### src/logic/czb_defines.vh
// constants for the compact zero-test branch and breakpoint decoder
`ifndef CZB_DEFINES_VH
`define CZB_DEFINES_VH

// instruction fields
`define CZB_MAJ_HI        15
`define CZB_MAJ_LO        11
`define CZB_PFX_HI        31
`define CZB_PFX_LO        27
`define CZB_PREFIX        5'h1e
`define CZB_OP_REQZ       5'h04
`define CZB_OP_RNEZ       5'h05
`define CZB_OP_IMM_GROUP  5'h0c
`define CZB_OP_UNCOND     5'h02
`define CZB_OP_REG_PAIR   5'h1d
`define CZB_FN_TEST_ZERO  3'h0
`define CZB_FN_TEST_NZ    3'h1
`define CZB_FN_BREAK      5'h05

// implicit test-result register number
`define CZB_TEST_GPR      5'h18

// sequential step sizes in bytes
`define CZB_STEP_SHORT    32'h0000_0002
`define CZB_STEP_EXT      32'h0000_0004

// decoded operation kinds
`define CZB_K_NONE        3'h0
`define CZB_K_REQZ        3'h1
`define CZB_K_RNEZ        3'h2
`define CZB_K_TEQZ        3'h3
`define CZB_K_TNEZ        3'h4
`define CZB_K_UNCOND      3'h5
`define CZB_K_BREAK       3'h6

// sequencer states
`define CZB_S_IDLE        1'b0
`define CZB_S_READ        1'b1

`endif

### src/logic/czb_decode.v
// field decoder for zero-test branches and the breakpoint instruction
`timescale 1ns/1ps
`default_nettype none
`include "czb_defines.vh"

module czb_decode (
    input  wire [31:0] instr_i,   // upper half is prefix when ext_i
    input  wire        ext_i,     // instruction carries the prefix
    output reg  [2:0]  kind_o,    // decoded operation kind
    output wire [2:0]  rsel_o,    // register selector field
    output reg  [31:0] disp_o     // scaled sign-extended displacement
);

    wire [4:0]  major;
    wire [4:0]  prefix;
    wire [2:0]  fn;
    wire        low_zero;
    wire        pfx_ok;
    wire [15:0] off16;

    assign major    = instr_i[`CZB_MAJ_HI:`CZB_MAJ_LO];
    assign prefix   = instr_i[`CZB_PFX_HI:`CZB_PFX_LO];
    assign fn       = instr_i[10:8];
    assign rsel_o   = instr_i[10:8];
    assign low_zero = (instr_i[7:5] == 3'h0);
    assign pfx_ok   = ext_i && (prefix == `CZB_PREFIX);
    // extended offset is scattered over three fields
    assign off16    = {instr_i[20:16], instr_i[26:21], instr_i[4:0]};

    // shift left one bit, then sign-extend to full width
    function [31:0] sext_scaled;
        input [15:0] off;
        input        wide;
        begin
            if (wide) begin
                sext_scaled = {{15{off[15]}}, off, 1'b0};
            end else begin
                sext_scaled = {{23{off[7]}}, off[7:0], 1'b0};
            end
        end
    endfunction

    always @* begin
        kind_o = `CZB_K_NONE;
        disp_o = sext_scaled(off16, 1'b1);
        if (!ext_i) begin
            disp_o = sext_scaled({8'h00, instr_i[7:0]}, 1'b0);
            case (major)
                `CZB_OP_REQZ: kind_o = `CZB_K_REQZ;
                `CZB_OP_RNEZ: kind_o = `CZB_K_RNEZ;
                `CZB_OP_IMM_GROUP: begin
                    if (fn == `CZB_FN_TEST_ZERO) begin
                        kind_o = `CZB_K_TEQZ;
                    end else if (fn == `CZB_FN_TEST_NZ) begin
                        kind_o = `CZB_K_TNEZ;
                    end
                end
                `CZB_OP_REG_PAIR: begin
                    if (instr_i[4:0] == `CZB_FN_BREAK) begin
                        kind_o = `CZB_K_BREAK;
                    end
                end
                default: kind_o = `CZB_K_NONE;
            endcase
        end else if (pfx_ok) begin
            case (major)
                `CZB_OP_REQZ: begin
                    if (low_zero) kind_o = `CZB_K_REQZ;
                end
                `CZB_OP_RNEZ: begin
                    if (low_zero) kind_o = `CZB_K_RNEZ;
                end
                `CZB_OP_IMM_GROUP: begin
                    if (low_zero && fn == `CZB_FN_TEST_ZERO) begin
                        kind_o = `CZB_K_TEQZ;
                    end else if (low_zero && fn == `CZB_FN_TEST_NZ) begin
                        kind_o = `CZB_K_TNEZ;
                    end
                end
                `CZB_OP_UNCOND: begin
                    if (instr_i[10:5] == 6'h00) begin
                        kind_o = `CZB_K_UNCOND;
                    end
                end
                default: kind_o = `CZB_K_NONE;
            endcase
        end
    end

endmodule // czb_decode
`default_nettype wire

### src/logic/czb_branch_unit.v
// zero-test conditional branch and breakpoint execution unit
`timescale 1ns/1ps
`default_nettype none
`include "czb_defines.vh"

module czb_branch_unit (
    input  wire        clk_i,        // core clock, 50 MHz
    input  wire        nrst_i,       // asynchronous reset, active low
    input  wire        inst_valid_i, // instruction offered this cycle
    input  wire [31:0] inst_i,       // instruction, prefix in upper half
    input  wire        inst_ext_i,   // upper half holds the prefix
    input  wire [31:0] inst_pc_i,    // address of the instruction
    input  wire [31:0] rd_data_i,    // register value for rd_addr_o
    output reg         ready_o,      // unit can take an instruction
    output reg         rd_en_o,      // register read request
    output reg  [4:0]  rd_addr_o,    // register number to read
    output reg         rd_xlat_o,    // rd_addr_o low bits need translation
    output reg         done_o,       // branch resolved, one-cycle pulse
    output reg         taken_o,      // branch taken, valid with done_o
    output reg  [31:0] next_pc_o,    // next pc, valid with done_o
    output reg         brk_o,        // breakpoint exception pulse
    output reg  [31:0] brk_pc_o,     // pc of the breakpoint instruction
    output reg         unknown_o     // instruction not handled here, pulse
);

    wire [2:0]  dec_kind;
    wire [2:0]  dec_rsel;
    wire [31:0] dec_disp;

    reg         state_q;
    reg         state_d;
    reg  [2:0]  kind_q;
    reg  [31:0] tgt_q;
    reg  [31:0] seq_q;

    reg         cond;
    wire        accept;
    wire [31:0] step;

    czb_decode u_dec (
        .instr_i (inst_i),
        .ext_i   (inst_ext_i),
        .kind_o  (dec_kind),
        .rsel_o  (dec_rsel),
        .disp_o  (dec_disp)
    );

    assign accept = inst_valid_i && ready_o && (state_q == `CZB_S_IDLE);
    assign step   = inst_ext_i ? `CZB_STEP_EXT : `CZB_STEP_SHORT;

    // branch condition: zero test on the returned register value, constant true for an unconditional jump
    always @* begin
        case (kind_q)
            `CZB_K_REQZ:   cond = (rd_data_i == 32'h0000_0000);
            `CZB_K_RNEZ:   cond = (rd_data_i != 32'h0000_0000);
            `CZB_K_TEQZ:   cond = (rd_data_i == 32'h0000_0000);
            `CZB_K_TNEZ:   cond = (rd_data_i != 32'h0000_0000);
            `CZB_K_UNCOND: cond = 1'b1;
            default:       cond = 1'b0;
        endcase
    end

    always @* begin
        state_d = state_q;
        case (state_q)
            `CZB_S_IDLE: begin
                if (accept && dec_kind != `CZB_K_NONE &&
                    dec_kind != `CZB_K_BREAK) begin
                    state_d = `CZB_S_READ;
                end
            end
            `CZB_S_READ: state_d = `CZB_S_IDLE;
            default:     state_d = `CZB_S_IDLE;
        endcase
    end

    always @(posedge clk_i or negedge nrst_i) begin
        if (!nrst_i) begin
            state_q   <= `CZB_S_IDLE;
            kind_q    <= `CZB_K_NONE;
            tgt_q     <= 32'h0000_0000;
            seq_q     <= 32'h0000_0000;
            ready_o   <= 1'b1;
            rd_en_o   <= 1'b0;
            rd_addr_o <= 5'h00;
            rd_xlat_o <= 1'b0;
            done_o    <= 1'b0;
            taken_o   <= 1'b0;
            next_pc_o <= 32'h0000_0000;
            brk_o     <= 1'b0;
            brk_pc_o  <= 32'h0000_0000;
            unknown_o <= 1'b0;
        end else begin
            state_q   <= state_d;
            done_o    <= 1'b0;
            brk_o     <= 1'b0;
            unknown_o <= 1'b0;
            rd_en_o   <= 1'b0;
            case (state_q)
                `CZB_S_IDLE: begin
                    if (accept) begin
                        kind_q <= dec_kind;
                        // target relative to the following instruction
                        tgt_q  <= inst_pc_i + step + dec_disp;
                        seq_q  <= inst_pc_i + step;
                        case (dec_kind)
                            `CZB_K_NONE: unknown_o <= 1'b1;
                            `CZB_K_BREAK: begin
                                // no code-field path; handler rereads memory
                                brk_o    <= 1'b1;
                                brk_pc_o <= inst_pc_i;
                            end
                            `CZB_K_TEQZ, `CZB_K_TNEZ: begin
                                ready_o   <= 1'b0;
                                rd_en_o   <= 1'b1;
                                rd_addr_o <= `CZB_TEST_GPR;
                                rd_xlat_o <= 1'b0;
                            end
                            `CZB_K_REQZ, `CZB_K_RNEZ: begin
                                ready_o   <= 1'b0;
                                rd_en_o   <= 1'b1;
                                rd_addr_o <= {2'b00, dec_rsel};
                                rd_xlat_o <= 1'b1;
                            end
                            default: begin
                                ready_o <= 1'b0;
                            end
                        endcase
                    end
                end
                `CZB_S_READ: begin
                    ready_o   <= 1'b1;
                    done_o    <= 1'b1;
                    taken_o   <= cond;
                    // untaken path falls through without any exception
                    next_pc_o <= cond ? tgt_q : seq_q;
                end
                default: begin
                    ready_o <= 1'b1;
                end
            endcase
        end
    end

endmodule // czb_branch_unit
`default_nettype wire

### config.mk
export PLATFORM = sky130hd
export DESIGN_NAME = czb_branch_unit
export DESIGN_NICKNAME = d
export VERILOG_FILES = /design/src/logic/czb_decode.v /design/src/logic/czb_branch_unit.v
export VERILOG_INCLUDE_DIRS = /design/src /design/src/logic
export SDC_FILE = /design/constraint.sdc
export NUM_CORES = 1
export LEC_CHECK = 0
export BUFFER_PORTS_ARGS = -buffer_cell sky130_fd_sc_hd__buf_4
export CORE_ASPECT_RATIO = 0.5
export CORE_MARGIN = 3
export CORE_UTILIZATION = 59
export CTS_CLUSTER_SIZE = 20
export DETAILED_ROUTE_END_ITERATION = 8
export PLACE_DENSITY = 0.87
export SLEW_MARGIN = 10
export SYNTH_ARGS = -nofsm -noshare
export SYNTH_HDL_FRONTEND = slang
export SYNTH_SLANG_ARGS = --single-unit
### constraint.sdc
create_clock -name clk_i -period 4.1 [get_ports clk_i]
set_clock_uncertainty 0.05 [all_clocks]
set_input_delay 0.41 -clock clk_i [delete_from_list [all_inputs] [get_ports clk_i]]
set_output_delay 0.41 -clock clk_i [all_outputs]
set_load 0.01 [all_outputs]
==> impl_metrics.csv <==
group,metric,value,unit
logic_synthesis,synth-edff-count,0,
logic_synthesis,synth_top_area_share,44.2,%
floorplanning,die_h,88.3,microns
route,met1Wirelength,10400,microns
sta,tightest_slew,920,ps
place,hpwl,16500,microns
logic_synthesis,netlist_top_cells_area,"dfrtp_1 (44%), nand2_1 (13%), ha_1 (5.2%)",
cts,cts_buffers,17,
route,dr_wl_met2,10900,microns
place,place_congestion,1.03,
logic_synthesis,synthFlopType,"dfrtp_1",
route,firstDrtPassIters,5,
route,route.detailed.drc,0,
worst_setup_path,crit_arrival,4190,ps
sta,fmax,0.251,GHz
worst_setup_path,cp.buffers_inverters,2,
global_route,grt_pass1_vias,7477,
pwr,powerDensity,406,nW/um^2
run,cap_viol_max_count,0,
pwr,internal-power,3.07,mW
cells_and_area,final_common_cell,"nand2_1",
worst_setup_path,slowest_stage,"or4_4",
route,wl_per_cell,17.5,microns
logic_synthesis,synth_top_cell_by_area,"dfrtp_1",
route,highest-signal-layer,"met4",
logic_synthesis,yosys_register_bits,142,
pwr,sw_frac_of_total,29.6,%
worst_setup_path,crit_chain,"buf_4 -> buf_4 -> fa_2 -> nand4_1 -> or4_4 -> nor2_2 -> xor2_1 -> ha_1 -> a21o_1 -> a21o_1 -> a21o_1 -> a311oi_2 -> nand2_1 -> a41o_1 -> a211o_1 -> a41oi_2 -> or3_1 -> o2111ai_1",
pwr,power,4.36,mW
global_route,overflow,0,
cells_and_area,final_core_util,83.0,%
worst_setup_path,cp_common_cell,"a21o_1",
route,route.met3.wl,1860,microns
sta,post-route-period-util,97.3,%
global_route,antenna_found_initial,0,
cts,clk_latency,420,ps
place,portBuffers,175,
pwr,combPwrFrac,24.3,%
logic_synthesis,postSynthAreaPerCell,8.73,sq um
cells_and_area,drive_above_1_share,28.1,%
worst_hold_path,hold_path.class,"input pin to asynchronous set/reset pin",
route,wl,23500,microns
worst_setup_path,critical_path_peak_fanout,14,
sta,fin_hold_ws,41.1,ps
cells_and_area,fillers,805,
cts,cts_tree,"built",
sta,timing.slew.headroom,38.7,%
route,drt_iter0_drc,624,
run_status,status,"complete, no violations",
worst_setup_path,path_depth,18,
logic_synthesis,synth.cell_area,7990,sq um
sta,setup_viol,0,
route,vias,7736,
logic_synthesis,postSynthCellCount,915,
cts,path_clk_slew,60,ps
sta,drv_slew,0,
floorplanning,die-area,15100,sq um
cells_and_area,num_antenna_cells,0,
logic_synthesis,synth_nets,1050,
logic_synthesis,yosys_warnings,0,
cts,cts.root.buffer_cell,"clkbuf_16",
worst_setup_path,critPathKind,"input pin to flip-flop",
worst_setup_path,cp_data_required_time,4300,ps
sta,hold_viol,0,
cells_and_area,final_cell_mix,"nand2_1 (282), buf_4 (264), dfrtp_1 (140)",
logic_synthesis,seq_area_frac_synth,44.5,%
pwr,clock_power_share,38.3,%
route,vias_per_cell,5.75,
floorplanning,die_width,171,microns
global_route,grt_pass1_wl,37500,microns
route,ant_nets,0,
cts,htreeDepth,4,
cts,clk_path_buf_depth,2,
floorplanning,fp-row-count,29,
floorplanning,core-area,13000,sq um
logic_synthesis,async_flop_share,100,%
pwr,seq_power_share,37.4,%
worst_setup_path,r2r_cells,5,
worst_setup_path,start_kind,"input pin",
worst_setup_path,cp-end-kind,"flip-flop",
logic_synthesis,ys_types,68,
global_route,track_usage,31.6,%
pwr,p_sw,1.29,mW
cells_and_area,areaGrowthSynthToFinish,34.6,%
global_route,grt_max_degree,95,
sta,fin_tns_setup,0,ps
cells_and_area,fin_nets,1298,
cts,cts.sinks,142,
floorplanning,ios,176,
pwr,peakVddDrop,266,uV
sta,layout_min_cycle_time,3990,ps
floorplanning,initial_core_util,61.7,%
pwr,p_leak,5.50,nW
worst_setup_path,cp_top_family,"compound AO/OA/AOI/OAI gates",
worst_setup_path,slowest_delay,480,ps
-- cell families (layout without fill, tap and decap cells) --
kind of cell / Yosys count / count (layout) / share of synthesized area, %
buffers and inverters: 45 / 306 / 2.48
XOR/XNOR: 52 / 52 / 5.70
AND/OR/NAND/NOR: 429 / 429 / 22.9
flip-flops: 142 / 142 / 44.5
adder cells (fa/ha/maj): 36 / 36 / 5.80
AO/OA/AOI/OAI: 171 / 171 / 13.5
multiplexers: 40 / 40 / 5.14
-- synthesized netlist by cell type, types with 2 or more instances --
| library cell | instances |
|---|---|
| nand2_1 | 282 |
| dfrtp_1 | 141 |
| nor2_1 | 69 |
| a21oi_1 | 58 |
| o21ai_0 | 46 |
| mux2i_1 | 35 |
| ha_1 | 33 |
| clkbuf_1 | 27 |
| xor2_1 | 27 |
| xnor2_1 | 25 |
| a21o_1 | 17 |
| nor4_1 | 12 |
| nand3_1 | 11 |
| inv_1 | 9 |
| nand4_1 | 9 |
| nor3_1 | 9 |
| o21a_1 | 9 |
| a211oi_1 | 6 |
| and3_1 | 5 |
| buf_1 | 5 |
| o31ai_1 | 5 |
| mux2_2 | 4 |
| nor3b_1 | 4 |
| or3_1 | 4 |
| a211o_1 | 3 |
| a22o_1 | 3 |
| and4_1 | 3 |
| nand2b_1 | 3 |
| nor2b_1 | 3 |
| o21bai_1 | 3 |
| a311oi_1 | 2 |
| a41o_1 | 2 |
| and2_1 | 2 |
| buf_6 | 2 |
| fa_1 | 2 |
| o211ai_1 | 2 |
| o311a_1 | 2 |
-- worst reg2reg max path: stages, from the launching register on --
cell     delay [ps]
dfrtp_2         660
or2_2           820
buf_4           580
nand2_1         150
o21ai_2          90
o311a_1         180
-- final cells by class --
cell class	instances	area (sq um)	share of cell area [%]
multi-input combinational	728	4330	40.2
sequential	142	3560	33.1
timing repair buffer	265	1990	18.5
clock buffer	19	443	4.12
tap	170	213	1.98
clock inverter	13	189	1.76
inverter	9	33.8	0.314
-- flip-flops by register name (all words and copies together) (netlist names) --
name / cells
taken_o: 1
ready_o: 1
rd_addr_o: 4
next_pc_o: 32
state_q: 1
unknown_o: 1
seq_q: 31
rd_xlat_o: 1
rd_en_o: 1
done_o: 1
brk_o: 1
brk_pc_o: 32
tgt_q: 32
kind_q: 3
-- stage by stage --
step,std cells,instance area [sq um],worst slack (ps)
final,1346,10800,112
after global routing,1346,10800,-28.7
after CTS,1343,10700,7.91
after detailed placement,1310,10000,-479
after global placement,1310,10000,-357
after floorplan,915,7990,-17.4
-- path summary, 6_finish.rpt --
kind / slack, ps / start / endpoint
max: 110 / inst_ext_i / tgt_q[30]$_DFFE_PN0P_
min: 40 / nrst_i / brk_pc_o[0]$_DFFE_PN0P_
max reg2reg: 1510 / state_q$_DFF_PN0_ / tgt_q[31]$_DFFE_PN0P_
min reg2reg: 420 / brk_pc_o[20]$_DFFE_PN0P_ / brk_pc_o[20]$_DFFE_PN0P_
max in group asynchronous: 3070 / nrst_i / tgt_q[7]$_DFFE_PN0P_
min in group clk_i: 150 / inst_pc_i[0] / tgt_q[0]$_DFFE_PN0P_
-- routing by layer --
layer,vias up,track usage (%)
li1,3647,-
met5,-,0
met4,0,7.80
met1,3732,43.8
met3,35,6.25
met2,322,52.2
-- what timing repair did --
| item | 4_1_cts | 5_1_grt |
|---|---|---|
| endpoints found under the setup margin | 4 | 11 |
| pin swaps | 4 | 7 |
| hold buffers | 0 | 0 |
| buffers inserted | 1 | 3 |
| resized for setup | 3 | 18 |
-- power groups by stage --
stage	Clock [mW]	Sequential, mW	Combinational [mW]
6_report	1.67	1.63	1.06
5_1_grt	1.74	1.65	1.16
4_1_cts	1.67	1.63	1.03
3_5_place_dp	0	1.65	1.00
3_3_place_gp	0	1.64	0.971
2_1_floorplan	0	1.65	0.551
Power figures use the tool's default switching activity.
